===== config.mk =====
export PLATFORM = sky130hd
export DESIGN_NAME = cbp_ctrl
export DESIGN_NICKNAME = d
export VERILOG_FILES = /design/src/cbp_ctrl.v /design/src/cbp_pulse.v
export VERILOG_INCLUDE_DIRS = /design/src /design/src/src
export SDC_FILE = /design/constraint.sdc
export NUM_CORES = 1
export LEC_CHECK = 0
export BUFFER_PORTS_ARGS = -buffer_cell sky130_fd_sc_hd__buf_4
export CAP_MARGIN = 5
export CORE_MARGIN = 8
export CORE_UTILIZATION = 60
export DETAILED_ROUTE_END_ITERATION = 10
export PLACE_DENSITY = 0.8
export SLEW_MARGIN = 20
export SYNTH_ARGS = -nofsm -noshare
export SYNTH_HDL_FRONTEND = slang
export SYNTH_SLANG_ARGS = --single-unit

===== constraint.sdc =====
create_clock -name sys_clk_i -period 4.5 [get_ports sys_clk_i]
set_clock_uncertainty 0.05 [all_clocks]
set_input_delay 0 -clock sys_clk_i [delete_from_list [all_inputs] [get_ports sys_clk_i]]
set_output_delay 0 -clock sys_clk_i [all_outputs]
set_load 0.005 [all_outputs]

===== src/cbp_map.vh =====
`ifndef CBP_MAP_VH
`define CBP_MAP_VH

// Charge configuration field encodings
`define CBP_CHG_DISABLE 2'b00
`define CBP_CHG_CHARGE 2'b01
`define CBP_CHG_BOOST 2'b10
`define CBP_CHG_RESET 2'b01

// Input source status encodings
`define CBP_SRC_BOOST 2'b11

// Charge phase encodings
`define CBP_PH_DISABLED 2'b00
`define CBP_PH_PRE 2'b01
`define CBP_PH_FAST 2'b10
`define CBP_PH_DONE 2'b11

// Reset values of configuration fields
`define CBP_MINSYS_RESET 3'h5
`define CBP_MINSYS_MV 3500
`define CBP_VREG_RESET_MV 4208
`define CBP_ICHG_RESET_MA 2048
`define CBP_IPRE_RESET_MA 256
`define CBP_ITERM_RESET_MA 256
`define CBP_TIMER_RESET_H 8
`define CBP_ILIM_LOW_MA 500
`define CBP_ILIM_HIGH_MA 1300

// Timing
`define CBP_CLK_MHZ 250
`define CBP_BOOST_DLY_MS 220
`define CBP_BOOST_DLY_CYC (`CBP_BOOST_DLY_MS * 1000 * `CBP_CLK_MHZ)
`define CBP_INT_US 256
`define CBP_INT_CYC (`CBP_INT_US * `CBP_CLK_MHZ)
`define CBP_BLINK_HZ 1
`define CBP_BLINK_HALF_CYC (`CBP_CLK_MHZ * 1000000 / (2 * `CBP_BLINK_HZ))

`endif


===== src/cbp_ctrl.v =====
`timescale 1ns/1ps
// Function
// - Boost allowed only above low-battery threshold and bus below battery plus offset
// - Boost requested only with on-the-go pin high and charge field 10
// - Boost starts 220 ms after request with all conditions holding
// - Input source status reads 11 while boosting
// - One bit selects boost current limit 500 mA or 1.3 A
// - Boost fault sets sticky fault bit and raises interrupt
// - Three-bit minimum system voltage field resets to 3.5 V code
// - Minimum-system-regulation status high while rail held at minimum
// - Input overload when current over limit or voltage under limit; reduce charge
// - Dynamic power status high while either limiting loop is active
// - Battery switch on when rail below battery, off below depletion
// - Charge configuration field resets to 01 for autonomous charging
// - Default charge parameters 4.208 V, 2.048 A, 256 mA, 8 hours
// - New cycle needs converter up, field 01, enable pin low, no faults
// - Terminate when current below threshold and battery above recharge, with neither limiting loop active
// - After termination restart when battery falls below recharge threshold
// - Status pin low charging, high done or disabled, blinking on fault
// - Phase field 00 disabled, 01 precharge, 10 fast, 11 done
// - Interrupt pulse each time a charging cycle completes
// - Each interrupt is one low pulse of 256 us; one event queues behind a running pulse, further ones are dropped
// - Status pin blinks at 1 Hz in fault suspend
// - Battery switch disable bit forces switch off until cleared
`include "cbp_map.vh"
module cbp_ctrl #(
  parameter BOOST_DLY_CYC = `CBP_BOOST_DLY_CYC,
  parameter INT_CYC = `CBP_INT_CYC,
  parameter BLINK_HALF_CYC = `CBP_BLINK_HALF_CYC,
  parameter [2:0] MINSYS_RESET = `CBP_MINSYS_RESET
) (
  input wire sys_clk_i,
  input wire rst_i,
  // Pins, asynchronous to the clock
  input wire otg_pin_i,
  input wire charge_en_n_i,
  // Comparator results from the analog side, asynchronous
  input wire bat_above_low_i,
  input wire bus_below_bat_sleep_i,
  input wire boost_fault_i,
  input wire converter_up_i,
  input wire thermistor_fault_i,
  input wire timer_fault_i,
  input wire sys_at_min_i,
  input wire in_cur_over_i,
  input wire in_volt_under_i,
  input wire sys_below_bat_i,
  input wire bat_below_depl_i,
  input wire ichg_below_term_i,
  input wire bat_above_rechg_i,
  input wire bat_above_precharge_i,
  // Configuration written by the host side
  input wire [1:0] charge_config_i,
  input wire charge_config_we_i,
  input wire boost_ilim_sel_i,
  input wire boost_ilim_we_i,
  input wire [2:0] min_sys_i,
  input wire min_sys_we_i,
  input wire batlow_sel_i,
  input wire rechg_sel_i,
  input wire cfg_bits_we_i,
  input wire switch_disable_i,
  input wire switch_disable_we_i,
  input wire fault_read_i,
  // Configuration and status to host
  output wire [1:0] charge_config_o,
  output wire boost_ilim_sel_o,
  output wire [2:0] min_sys_o,
  output wire batlow_sel_o,
  output wire rechg_sel_o,
  output wire switch_disable_o,
  output wire [1:0] input_source_status_o,
  output wire [1:0] charge_phase_o,
  output wire dpm_status_o,
  output wire min_sys_status_o,
  output wire boost_fault_bit_o,
  // Analog controls
  output wire boost_on_o,
  output wire boost_ilim_high_o,
  output wire reduce_charge_o,
  output wire battery_path_switch_o,
  output wire charging_o,
  // Status pin, open drain
  output wire stat_pin_o,
  output wire stat_pin_oe_o,
  output wire int_n_o
);
  // ----------------------------------------
  // Input synchronisers
  // ----------------------------------------
  localparam NS = 16;
  wire [NS-1:0] raw_in;
  reg [NS-1:0] sync1;
  reg [NS-1:0] sync2;
  assign raw_in = {otg_pin_i, charge_en_n_i, bat_above_low_i, bus_below_bat_sleep_i,
    boost_fault_i, converter_up_i, thermistor_fault_i, timer_fault_i, sys_at_min_i,
    in_cur_over_i, in_volt_under_i, sys_below_bat_i, bat_below_depl_i,
    ichg_below_term_i, bat_above_rechg_i, bat_above_precharge_i};

  always @(posedge sys_clk_i or posedge rst_i) begin
    if (rst_i) begin
      sync1 <= {NS{1'b0}};
      sync2 <= {NS{1'b0}};
    end else begin
      sync1 <= raw_in;
      sync2 <= sync1;
    end
  end

  wire otg_s = sync2[15];
  wire ce_n_s = sync2[14];
  wire bat_low_ok_s = sync2[13];
  wire bus_low_s = sync2[12];
  wire bfault_s = sync2[11];
  wire conv_up_s = sync2[10];
  wire ts_fault_s = sync2[9];
  wire tmr_fault_s = sync2[8];
  wire sys_min_s = sync2[7];
  wire icur_s = sync2[6];
  wire vund_s = sync2[5];
  wire sys_low_s = sync2[4];
  wire depl_s = sync2[3];
  wire term_i_s = sync2[2];
  wire above_rechg_s = sync2[1];
  wire above_pre_s = sync2[0];

  // ----------------------------------------
  // Configuration fields
  // ----------------------------------------
  reg [1:0] chg_cfg;
  reg ilim_sel;
  reg [2:0] min_sys;
  reg batlow_sel;
  reg rechg_sel;
  reg sw_dis;

  // Host writes take effect at once, whatever the block is doing
  always @(posedge sys_clk_i or posedge rst_i) begin
    if (rst_i) begin
      chg_cfg <= `CBP_CHG_RESET;
      ilim_sel <= 1'b0;
      min_sys <= MINSYS_RESET;
      batlow_sel <= 1'b1;
      rechg_sel <= 1'b0;
      sw_dis <= 1'b0;
    end else begin
      if (charge_config_we_i)
        chg_cfg <= charge_config_i;
      if (boost_ilim_we_i)
        ilim_sel <= boost_ilim_sel_i;
      if (min_sys_we_i)
        min_sys <= min_sys_i;
      if (cfg_bits_we_i) begin
        batlow_sel <= batlow_sel_i;
        rechg_sel <= rechg_sel_i;
      end
      if (switch_disable_we_i)
        sw_dis <= switch_disable_i;
    end
  end

  // ----------------------------------------
  // Boost mode
  // ----------------------------------------
  // boost request
  wire boost_req = otg_s && (chg_cfg == `CBP_CHG_BOOST);
  wire boost_ok = boost_req && bat_low_ok_s && bus_low_s;
  reg [31:0] boost_cnt;
  reg boost_on;

  always @(posedge sys_clk_i or posedge rst_i) begin
    if (rst_i) begin
      boost_cnt <= 32'h0000_0000;
      boost_on <= 1'b0;
    end else if (!boost_ok) begin
      boost_cnt <= 32'h0000_0000;
      boost_on <= 1'b0;
    end else if (!boost_on) begin
      if (boost_cnt == BOOST_DLY_CYC - 1)
        boost_on <= 1'b1;
      else
        boost_cnt <= boost_cnt + 32'h0000_0001;
    end
  end

  // sticky boost fault, set wins over read clear
  reg bfault_bit;
  reg bfault_prev;
  wire bfault_evt = boost_on && bfault_s && !bfault_prev;
  always @(posedge sys_clk_i or posedge rst_i) begin
    if (rst_i) begin
      bfault_bit <= 1'b0;
      bfault_prev <= 1'b0;
    end else begin
      bfault_prev <= boost_on && bfault_s;
      if (bfault_evt)
        bfault_bit <= 1'b1;
      else if (fault_read_i)
        bfault_bit <= 1'b0;
    end
  end

  // ----------------------------------------
  // Power path
  // ----------------------------------------
  localparam ST_IDLE = 2'd0;
  localparam ST_CHG = 2'd1;
  localparam ST_DONE = 2'd2;
  localparam ST_SUSP = 2'd3;
  reg [1:0] state;
  wire charging = (state == ST_CHG);
  reg path_sw;
  reg dynamic_power_limiting;
  reg minsys_st;

  always @(posedge sys_clk_i or posedge rst_i) begin
    if (rst_i) begin
      path_sw <= 1'b0;
      dynamic_power_limiting <= 1'b0;
      minsys_st <= 1'b0;
    end else begin
      dynamic_power_limiting <= icur_s || vund_s;
      minsys_st <= sys_min_s;
      if (sw_dis || depl_s)
        path_sw <= 1'b0;
      else if (sys_low_s || charging)
        path_sw <= 1'b1;
      else
        path_sw <= 1'b0;
    end
  end

  // ----------------------------------------
  // Charge cycle sequencer
  // ----------------------------------------
  reg [1:0] next_state;
  reg done_evt;
  wire chg_enabled = (chg_cfg == `CBP_CHG_CHARGE) && !ce_n_s && !sw_dis && conv_up_s;
  wire chg_fault = ts_fault_s || tmr_fault_s;

  always @* begin
    next_state = state;
    done_evt = 1'b0;
    case (state)
      ST_IDLE: begin
        if (chg_enabled && chg_fault)
          next_state = ST_SUSP;
        else if (chg_enabled)
          next_state = ST_CHG;
      end
      ST_CHG: begin
        if (!chg_enabled)
          next_state = ST_IDLE;
        else if (chg_fault)
          next_state = ST_SUSP;
        else if (term_i_s && above_rechg_s && !dynamic_power_limiting) begin
          next_state = ST_DONE;
          done_evt = 1'b1;
        end
      end
      ST_DONE: begin
        if (!chg_enabled)
          next_state = ST_IDLE;
        else if (!above_rechg_s)
          next_state = ST_CHG;
      end
      ST_SUSP: begin
        if (!chg_enabled)
          next_state = ST_IDLE;
        else if (!chg_fault)
          next_state = ST_CHG;
      end
      default: next_state = ST_IDLE;
    endcase
  end

  always @(posedge sys_clk_i or posedge rst_i) begin
    if (rst_i)
      state <= ST_IDLE;
    else
      state <= next_state;
  end

  reg [1:0] phase;
  always @(posedge sys_clk_i or posedge rst_i) begin
    if (rst_i)
      phase <= `CBP_PH_DISABLED;
    else if (next_state == ST_CHG)
      phase <= above_pre_s ? `CBP_PH_FAST : `CBP_PH_PRE;
    else if (next_state == ST_DONE)
      phase <= `CBP_PH_DONE;
    else
      phase <= `CBP_PH_DISABLED;
  end

  // ----------------------------------------
  // Status pin
  // ----------------------------------------
  reg [31:0] blink_cnt;
  reg blink;
  always @(posedge sys_clk_i or posedge rst_i) begin
    if (rst_i) begin
      blink_cnt <= 32'h0000_0000;
      blink <= 1'b0;
    end else if (state != ST_SUSP) begin
      blink_cnt <= 32'h0000_0000;
      blink <= 1'b0;
    end else if (blink_cnt == BLINK_HALF_CYC - 1) begin
      blink_cnt <= 32'h0000_0000;
      blink <= ~blink;
    end else begin
      blink_cnt <= blink_cnt + 32'h0000_0001;
    end
  end

  // status pin drive; released means high
  reg stat_oe;
  always @(posedge sys_clk_i or posedge rst_i) begin
    if (rst_i)
      stat_oe <= 1'b0;
    else
      stat_oe <= (state == ST_CHG) || ((state == ST_SUSP) && blink);
  end

  // ----------------------------------------
  // Interrupt
  // ----------------------------------------
  // completion or boost fault event
  wire int_evt = done_evt || bfault_evt;
  cbp_pulse #(
    .WIDTH(32),
    .LEN(INT_CYC)
  ) u_int (
    .sys_clk_i(sys_clk_i),
    .rst_i(rst_i),
    .trig_i(int_evt),
    .pulse_n_o(int_n_o),
    .busy_o()
  );

  // ----------------------------------------
  // Outputs
  // ----------------------------------------
  assign charge_config_o = chg_cfg;
  assign boost_ilim_sel_o = ilim_sel;
  assign min_sys_o = min_sys;
  assign batlow_sel_o = batlow_sel;
  assign rechg_sel_o = rechg_sel;
  assign switch_disable_o = sw_dis;
  assign input_source_status_o = boost_on ? `CBP_SRC_BOOST : 2'b00;
  assign charge_phase_o = phase;
  assign dpm_status_o = dynamic_power_limiting;
  assign min_sys_status_o = minsys_st;
  assign boost_fault_bit_o = bfault_bit;
  assign boost_on_o = boost_on;
  assign boost_ilim_high_o = ilim_sel;
  assign reduce_charge_o = dynamic_power_limiting;
  assign battery_path_switch_o = path_sw;
  assign charging_o = charging;
  assign stat_pin_o = 1'b0;
  assign stat_pin_oe_o = stat_oe;
  // defaults held by the analog trim: 4.208 V, 2.048 A, 256 mA, 8 h
endmodule


===== src/cbp_pulse.v =====
`timescale 1ns/1ps
// ----------------------------------------
// Fixed-width low-going pulse generator
// ----------------------------------------
module cbp_pulse #(
  parameter WIDTH = 16,
  parameter [WIDTH-1:0] LEN = 16'h0010
) (
  input wire sys_clk_i,
  input wire rst_i,
  input wire trig_i,
  output wire pulse_n_o,
  output wire busy_o
);
  reg [WIDTH-1:0] count;
  reg pulse_n;
  reg pend;

  // Events during a running pulse are queued once; further ones in that pulse are dropped
  always @(posedge sys_clk_i or posedge rst_i) begin
    if (rst_i) begin
      count <= {WIDTH{1'b0}};
      pulse_n <= 1'b1;
      pend <= 1'b0;
    end else if (!pulse_n) begin
      if (trig_i)
        pend <= 1'b1;
      if (count == LEN - 1'b1) begin
        pulse_n <= 1'b1;
        count <= {WIDTH{1'b0}};
      end else begin
        count <= count + 1'b1;
      end
    end else if (trig_i || pend) begin
      pulse_n <= 1'b0;
      pend <= 1'b0;
      count <= {WIDTH{1'b0}};
    end
  end

  assign pulse_n_o = pulse_n;
  assign busy_o = ~pulse_n;
endmodule


==> results of run 1 <==
==> area by class of cell <==
class	count	area, um2	area share
sequential	151	3785	0.4518
multi-input combinational	469	2905	0.3468
timing repair buffer	94	803.3	0.09589
clock buffer	19	452.9	0.05407
tap	143	178.9	0.02136
clock inverter	13	160.2	0.01912
inverter	23	91.34	0.01090
==> report_power, final <==
group | internal (mW) | total (mW) | switching [mW]
Sequential | 1.39 | 1.40 | 0.0154
Clock | 0.864 | 1.47 | 0.608
Combinational | 0.0678 | 0.122 | 0.0546
Total | 2.32 | 2.99 | 0.678
==> repair_timing <==
item | 4_1_cts | 5_1_grt
hold endpoints to repair | 124 | 0
hold buffers | 36 | 0
endpoints found under the setup margin | 0 | 0
resized for setup | 0 | 0
==> registers in the layout (all words and copies together) (netlist names), 2 cells and up <==
register / count
sync1: 16
sync2: 16
u_int.count: 32
blink_cnt: 32
boost_cnt: 32
state: 2
charge_config_o: 2
min_sys_o: 3
charge_phase_o: 2
==> synth_stat cells, drive strengths merged (17+ instances only) <==
cell type  count
nor2          76
xnor2         27
nand3         44
or3           21
clkbuf        17
nand4         37
inv           23
xor2          36
dfrtp        146
o21ai         26
nand2         43
nor3          22
a21oi         23
==> worst max-delay path, stage by stage, from the launching register on <==
cell and delay (ns):
dfrtp_1 0.42, ha_1 0.25, nand4_1 0.13, or4_4 0.55, o21bai_2 0.65, o21bai_1 0.20
a21o_1 0.22
==> final timing paths <==
path	start	endpoint	slack, ns	cells after the start
hold / removal	otg_pin_i	sync1[15]	0.16	2
setup reg to reg	u_int.count[0]	u_int.count[14]	1.93	6
min in group asynchronous	rst_i	boost_cnt[22]	0.27	3
setup / recovery	u_int.count[0]	u_int.count[14]	1.93	6
max in group asynchronous	rst_i	charge_config_o[1]	2.97	4
hold reg to reg	sync2[7]	min_sys_status_o	0.30	0
==> per-layer routing <==
layer,wire length [um],track usage,share of wire
met3,837,0.06347,0.052
met5,0,0,0
met4,286,0.08804,0.018
met2,8518,0.3863,0.52
met1,6609,0.2655,0.41
==> logic make-up after synthesis <==
logic type,share of synthesized area
AOI/OAI and AO/OA,0.06487
other,0.0005416
adders and majority gates,0.005422
and+or+nand+nor,0.2528
muxes,0.01608
xor gates and xnor gates,0.07969
DFF,0.5466
buffers and inverters,0.03397
==> run metrics, run 1 <==
CP Capture Type=flop; worst setup margin=about 1.9 ns; die extent in x=between 100 and 150 um; Clock transition at path regs=0.07 ns; H-tree Lvls=4; WL final=about 16000 um; Setup Viol. Count Final=0; most frequent cells in the layout=dfrtp_1 (146), nor2_1 (76), buf_4 (57); DRC Markers=0; CTS tree=done; CP Launch Type=flop; Final Core Density=0.7399; routed len/inst=approximately 18 um; Clk Latency, worst-skew pair=between 0.4 and 0.5 ns; Synth cell types=62; pre-CTS setup slack=2.056 ns; n_diodes=0; Clock Tree Buf Depth=2; post-synthesis async set-or-reset flop share=1.000; Port Buffers=55; HPWL Detailed=between 9000 and 10000 um; Final Instance Count excl. Fillers=slightly above 900; Fin Setup TNS=0 ns; worst-path fanout max=19; power density cells=about 360 nW/um2; Seq/Total Area, Yosys=0.5466; CP Class=flop to flop; Synth Cell Area=slightly below 7000 um2; Post-synth top flop=dfrtp_1; Period Utilization, post-route=0.5721; Vias=5465; Detailed Route Iter0 Violations=about 460; initial antenna violation count=0; Placer Congestion=between 0.8 and 0.9; status=finished clean; first-pass GRT wire length=26740 um; worst-margin pin slew=between 0.8 and 0.9 ns; P_leak=3.542 nW; VDD IR max=~0.00033 V; Placed Cells=844; layout cells sized above 1=0.1547; Vias/cell=between 5 and 6; Mapped Cells=about 670; final hold slack=0.1601 ns; total CTS buffers=17; synth warn=0; Core Box Area=11320 um2; Critical Path RT=between 4 and 5 ns; Slew Limit Headroom=0.4087; Die Span Y=roughly 120 um; top cells by area, synth=dfrtp_1 (53%), xor2_1 (4.6%), nor2_1 (4.1%); # clock sinks=~150; Slew Limit Fails=0; Yosys top cell area share=0.5276; nets=792; # IOs=57; cell accounting for the most synthesized area=dfrtp_1; post-route ant nets=0; initial core utilization=0.6116; Final Hold Viols=0; Rows=39; Yosys reg bits=roughly 150; min-delay worst type=input port to flop; most common cell after layout, fill and taps aside=dfrtp_1; Post-Syn Nets=around 710; largest net degree at the start of global routing=just over 100; Tmin final=2.575 ns; Max-Cap Viols=0; fmax=just under 400 MHz; Tot Pwr=~3.0 mW; placed cell areas=between 7000 and 8000 um2; vias in the first global route=approximately 5.5k; crit path DAT=2.85 ns; post-CTS setup buffer count=0; Area Overhead vs Synth=20.98%; Pre-Repair DR Iteration Count=5; RSZ-0062 raised after global routing=false; Post-Syn Area per Cell=between 10 and 15 um2; die footprint=about 15000 um2; total track usage=0.2260; EDFF count, synth=0; gr ovfl total=0; cell area after layout=8377 um2; Filler Cell Count=roughly 730; Root Buffer=clkbuf_16
Power figures use the tool's default switching activity.
==> run 2: changes to the inputs <==
- clock period: 4.5 -> 2.6 ns (I/O delays scaled with it)
==> run 2 against run 1 <==
Compared with the run above: final cell count rose by 0.99%; setup slack lost 1.9 ns; largest power group unchanged; total power increased by 72%.
==> run metrics, run 2 (synthesis gave the netlist of run 1 again) <==
pre-CTS setup slack=0.3277 ns (-1.728 ns); CP Launch Type=flop; nets=800 (+1.0%); total track usage=0.2275 (+0.001488); power density cells=608.0 nW/um2 (+70%); H-tree Lvls=4 (unchanged); Top Registers=blink_cnt: 32 flops, boost_cnt: 32 flops, u_int.count: 32 flops; initial core utilization=0.6116 (unchanged); total CTS buffers=17 (unchanged); die extent in x=123.4 um (unchanged); Final Hold Viols=0 (unchanged); Placed Cells=852 (+0.95%); CP Capture Type=flop; final hold slack=0.1551 ns (-0.005061 ns); vias in the first global route=5571 (+2.2%); r2r setup slk=0.07 ns (-1.85 ns); Placer Congestion=0.8433 (+0.30%); HPWL Detailed=9513 um (+2.5%); worst-margin pin slew=0.7880 ns (-0.09170 ns); layout cells sized above 1=0.1622 (+0.007416); P_leak=3.587 nW (+1.3%); DRC Markers=0 (unchanged); # IOs=57 (unchanged); CP Class=flop to flop; r2r startpoint=u_int.count[0]; post-route ant nets=0 (unchanged); Clock Tree Buf Depth=2 (unchanged); Pre-Repair DR Iteration Count=6 (+1); Clock transition at path regs=0.08 ns (about the same); Critical Path RT=2.86 ns (-1.91 ns); first-pass GRT wire length=26970 um (+0.85%); RSZ-0062 raised after global routing=false; Tmin final=2.528 ns (-0.04651 ns); cell internal pwr=3.850 mW (+66%); Port Buffers=55 (unchanged); Final Core Density=0.7465 (+0.006520); Clk Latency, worst-skew pair=0.44 ns (about the same); share of total power in the clock network=0.486 (-0.005); Vias/cell=5.910 (-1.4%); min-delay src=in_cur_over_i; Period Utilization, post-route=0.9723 (+0.4002); gr ovfl total=0 (unchanged); Fin Setup TNS=0 ns (unchanged); routed len/inst=17.61 um (-1.2%); Slew Limit Fails=0 (unchanged); Detailed Route Iter0 Violations=374 (-19%); most frequent cells in the layout=dfrtp_1 (146), nor2_1 (76), buf_4 (64); Slew Limit Headroom=0.4731 (+0.06445); Worst R2R Path Depth=6 (unchanged); Filler Cell Count=720 (-1.2%); Comb pwr share=0.042 (about the same); status=finished clean; initial antenna violation count=1 (+1); Vias=5443 (-0.40%); Post-CTS Resized=0 (unchanged); Core Box Area=11320 um2 (unchanged); hold path endpoint=sync1[6]; register share of total power=0.472 (+0.004); worst-path fanout max=18 (-1); Final Instance Count excl. Fillers=921 (+0.99%); VDD IR max=0.0005073 V (+55%); WL final=16220 um (-0.20%); Rows=39 (unchanged); CTS tree=done; reg2reg end=u_int.count[7]; Setup Viol. Count Final=0 (unchanged); sw power=1.288 mW (+90%); Root Buffer=clkbuf_16; worst setup margin=0.07199 ns (-1.853 ns); Min-Delay Path Depth=2 (unchanged); Area Overhead vs Synth=22.05%; Sw Share=0.2507 (+0.02440); Die Span Y=123.4 um (unchanged); fmax=395.6 MHz (+1.8%); # clock sinks=151 (unchanged); Reg area=3785 um2 (unchanged); largest net degree at the start of global routing=94 (-6.9%); die footprint=15230 um2 (unchanged); most common cell after layout, fill and taps aside=dfrtp_1; Max-Cap Viols=0 (unchanged); crit path DAT=2.79 ns (-0.06 ns); Multi-input gate area=2904 um2 (about the same); min-delay worst type=input port to flop
==> run 2: cell count changes in the layout (fill, tap and decap cells not counted), sizes merged <==
| cell | change |
|---|---|
| buf | +8 |
| diode | +1 |
| clkbuf | -1 |
| bufinv | -2 |
| inv | +3 |
==> run 2: stage by stage <==
step / power (mW) / cell area (um2)
after global placement: 2.616 / 7478
final: 5.138 / 8451
after global routing: 5.303 / 8451
after CTS: 5.137 / 8448
after floorplan: 2.526 / 6928
after detailed placement: 2.625 / 7478
==> run 2: power groups by stage <==
| stage | clock (mW) | sequential, mW | combinational [mW] |
|---|---|---|---|
| after global routing | 2.64 | 2.42 | 0.238 |
| after detailed placement | 0 | 2.46 | 0.162 |
| final | 2.50 | 2.42 | 0.216 |
| after CTS | 2.50 | 2.42 | 0.216 |
| after floorplan | 0 | 2.46 | 0.0676 |
| after global placement | 0 | 2.46 | 0.156 |
==> run 2: worst max path at each step <==
| stage | start | to | slack [ns] | cells past startpoint |
|---|---|---|---|---|
| global route | u_int.count[0] | u_int.count[7] | 0.02 | 6 |
| CTS | u_int.count[1] | u_int.count[7] | 0.25 | 6 |
| detailed placement | u_int.count[0] | u_int.count[10] | 0.33 | 6 |
| floorplan | u_int.count[0] | u_int.count[7] | 0.56 | 8 |
| finish | u_int.count[0] | u_int.count[7] | 0.07 | 6 |
| global placement | u_int.count[0] | u_int.count[7] | 0.41 | 6 |
==> run 2: area by class of cell <==
type,instances,area share
Multi-Input combinational cell,469,0.3436
Clock buffer,18,0.05197
Timing Repair Buffer,102,0.1042
Tap cell,143,0.02117
Sequential cell,151,0.4479
Inverter,23,0.01066
Clock inverter,14,0.02014
Antenna cell,1,0.0002961
==> run 2: routing by layer <==
layer	vias to the layer above	track usage	routed length, um
met1	2657	0.2683	6669
li1	2559	-	-
met3	44	0.05616	830
met2	183	0.3849	8349
met4	0	0.1076	370
met5	-	0	0
==> run 2: timing repair <==
action / in CTS / in global routing
endpoints found under the hold margin: 172 / 0
buffers inserted: 0 / 0
hold buffers: 36 / 0
==> run 2: critical path, stage by stage, from the launching register on <==
cell and delay [ns]:
dfrtp_1 0.46, ha_1 0.29, nand4_1 0.16, or4_4 0.57, o21ba_1 0.44, a31oi_1 0.34, nand2_1 0.09
==> run 3: changes to the inputs <==
- CELL_PAD_IN_SITES_DETAIL_PLACEMENT: unset -> 1
- CELL_PAD_IN_SITES_GLOBAL_PLACEMENT: unset -> 2
- CORE_UTILIZATION: 60 -> 39
- PLACE_DENSITY: 0.8 -> unset
- PLACE_DENSITY_LB_ADDON: unset -> 0.1
==> run 3 against run 2 <==
Compared with the run above: combinational power is essentially flat; cell area grew 1.9%; register-to-register slack gained 0.16 ns; sequential share of layout area shrank 0.82 points.
==> run metrics, run 3 (synthesis gave the netlist of run 1 again) <==
P_leak=3.614 nW (+0.75%); Top Registers=blink_cnt: 32 flops, boost_cnt: 32 flops, u_int.count: 32 flops; CP Capture Type=flop; routed len/inst=17.19 um (-2.4%); r2r startpoint=u_int.count[0]; Clock Tree Buf Depth=2 (unchanged); first-pass GRT wire length=29950 um (+11%); # IOs=57 (unchanged); Final Instance Count excl. Fillers=1006 (+9.2%); worst-path fanout max=18 (unchanged); Pre-Repair DR Iteration Count=4 (-2); Core Box Area=17360 um2 (+53%); n_diodes=0 (-1); Vias=5321 (-2.2%); DRC Markers=0 (unchanged); Setup Viol. Count Final=0 (unchanged); reg2reg end=u_int.count[19]; Clk Latency, worst-skew pair=0.44 ns (about the same); CTS tree=done; Slew Limit Headroom=0.4360 (-0.03712); worst-margin pin slew=0.8460 ns (+0.05803 ns); power density cells=598.9 nW/um2 (-1.5%); initial antenna violation count=0 (-1); crit path DAT=2.62 ns (-0.17 ns); Tmin final=2.364 ns (-0.1645 ns); status=finished clean; die footprint=22270 um2 (+46%); final hold slack=0.1361 ns (-0.01901 ns); Clock transition at path regs=0.07 ns (about the same); CP Class=flop to flop; Rows=48 (+23%); worst setup path start=u_int.count[0]; total CTS buffers=17 (unchanged); RSZ-0062 raised after global routing=false; vias in the first global route=5905 (+6.0%); largest net degree at the start of global routing=83 (-12%); total track usage=0.1675 (-0.06005); Final Hold Viols=0 (unchanged); initial core utilization=0.3989 (-0.2127); HPWL Detailed=11460 um (+20%); WL final=17300 um (+6.6%); Post-CTS Resized=0 (unchanged); fmax=423.1 MHz (+7.0%); CP Launch Type=flop; VDD IR max=0.0004546 V (-10%); Placed Cells=938 (+10%); Vias/cell=5.289 (-11%); H-tree Lvls=4 (unchanged); Placer Congestion=0.7684 (-8.9%); most frequent cells in the layout=dfrtp_1 (146), nor2_1 (76), buf_4 (67); Root Buffer=clkbuf_16; Fin Setup TNS=0 ns (unchanged); Worst R2R Path Depth=6 (unchanged); most common cell after layout, fill and taps aside=dfrtp_1; layout cells sized above 1=0.1665 (+0.004291); Area Overhead vs Synth=24.32%; # clock sinks=151 (unchanged); Critical Path RT=2.86 ns (about the same); r2r setup slk=0.24 ns (+0.16 ns); Port Buffers=55 (unchanged); Slew Limit Fails=0 (unchanged); Detailed Route Iter0 Violations=181 (-52%); die extent in x=149.2 um (+21%); Die Span Y=149.2 um (+21%); Period Utilization, post-route=0.9090 (-0.06327); Setup crit end=u_int.count[19]; Max-Cap Viols=0 (unchanged); gr ovfl total=0 (unchanged); min-delay worst type=input port to async pin; nets=804 (+0.50%); post-route ant nets=0 (unchanged)
run 3: repair_timing:
item / in CTS / in global routing
setup buffers: 0 / 0
hold buffers: 36 / 0
hold endpoints to repair: 48 / 0
run 3: per-layer routing:
metal / part of all wire / vias up / GRT usage
li1: - / 2562 / -
met4: 0.014 / 0 / 0.06007
met1: 0.45 / 2701 / 0.2091
met5: 0 / - / 0
met2: 0.52 / 40 / 0.2812
met3: 0.021 / 18 / 0.03519
run 3: power by group:
| group | internal [mW] | switching [mW] | total [mW] |
|---|---|---|---|
| Combinational | 0.121 | 0.0933 | 0.215 |
| Sequential | 2.40 | 0.0230 | 2.42 |
| Clock | 1.32 | 1.20 | 2.52 |
run 3: metrics by stage:
stage / instance area, um2 / total power, mW / utilization / worst slack (ns)
4_1_cts: 8608 / 5.248 / 0.4960 / 0.2559
5_1_grt: 8608 / 5.356 / 0.4960 / 0.04449
3_5_place_dp: 7624 / 2.630 / 0.4392 / 0.2631
6_report: 8608 / 5.155 / 0.4960 / 0.2365
2_1_floorplan: 6928 / 2.526 / - / 0.5620
3_3_place_gp: 7624 / 2.622 / 0.4392 / 0.3325
run 3: critical path, cell delays in order, from the launching register on:
cell,delay [ns]
dfrtp_1,0.42
ha_1,0.26
nand4_1,0.11
or4_4,0.55
o21ba_1,0.48
a21oi_1,0.25
o21ai_0,0.10
run 3: layout make-up:
| class | count | area [um2] |
|---|---|---|
| Fill cell | 1915 | 8748 |
| Clock buffer | 17 | 425.4 |
| Sequential cell | 151 | 3785 |
| Multi-Input combinational cell | 469 | 2904 |
| Inverter | 23 | 90.09 |
| Timing Repair Buffer | 106 | 923.4 |
| Clock inverter | 15 | 198.9 |
| Tap cell | 225 | 281.5 |
run 3: worst min-delay path by stage:
stage                                     start               end  slack [ns]  cells after the start
after detailed placement                  rst_i  min_sys_status_o        0.05                      2
after global placement                    rst_i          sync1[7]        0.05                      2
after floorplan           bat_above_precharge_i          sync1[0]       -0.02                      0
after global routing            in_volt_under_i          sync1[5]        0.14                      2
final                                     rst_i          sync1[7]        0.14                      3
after CTS                 bat_above_precharge_i          sync1[0]        0.13                      2
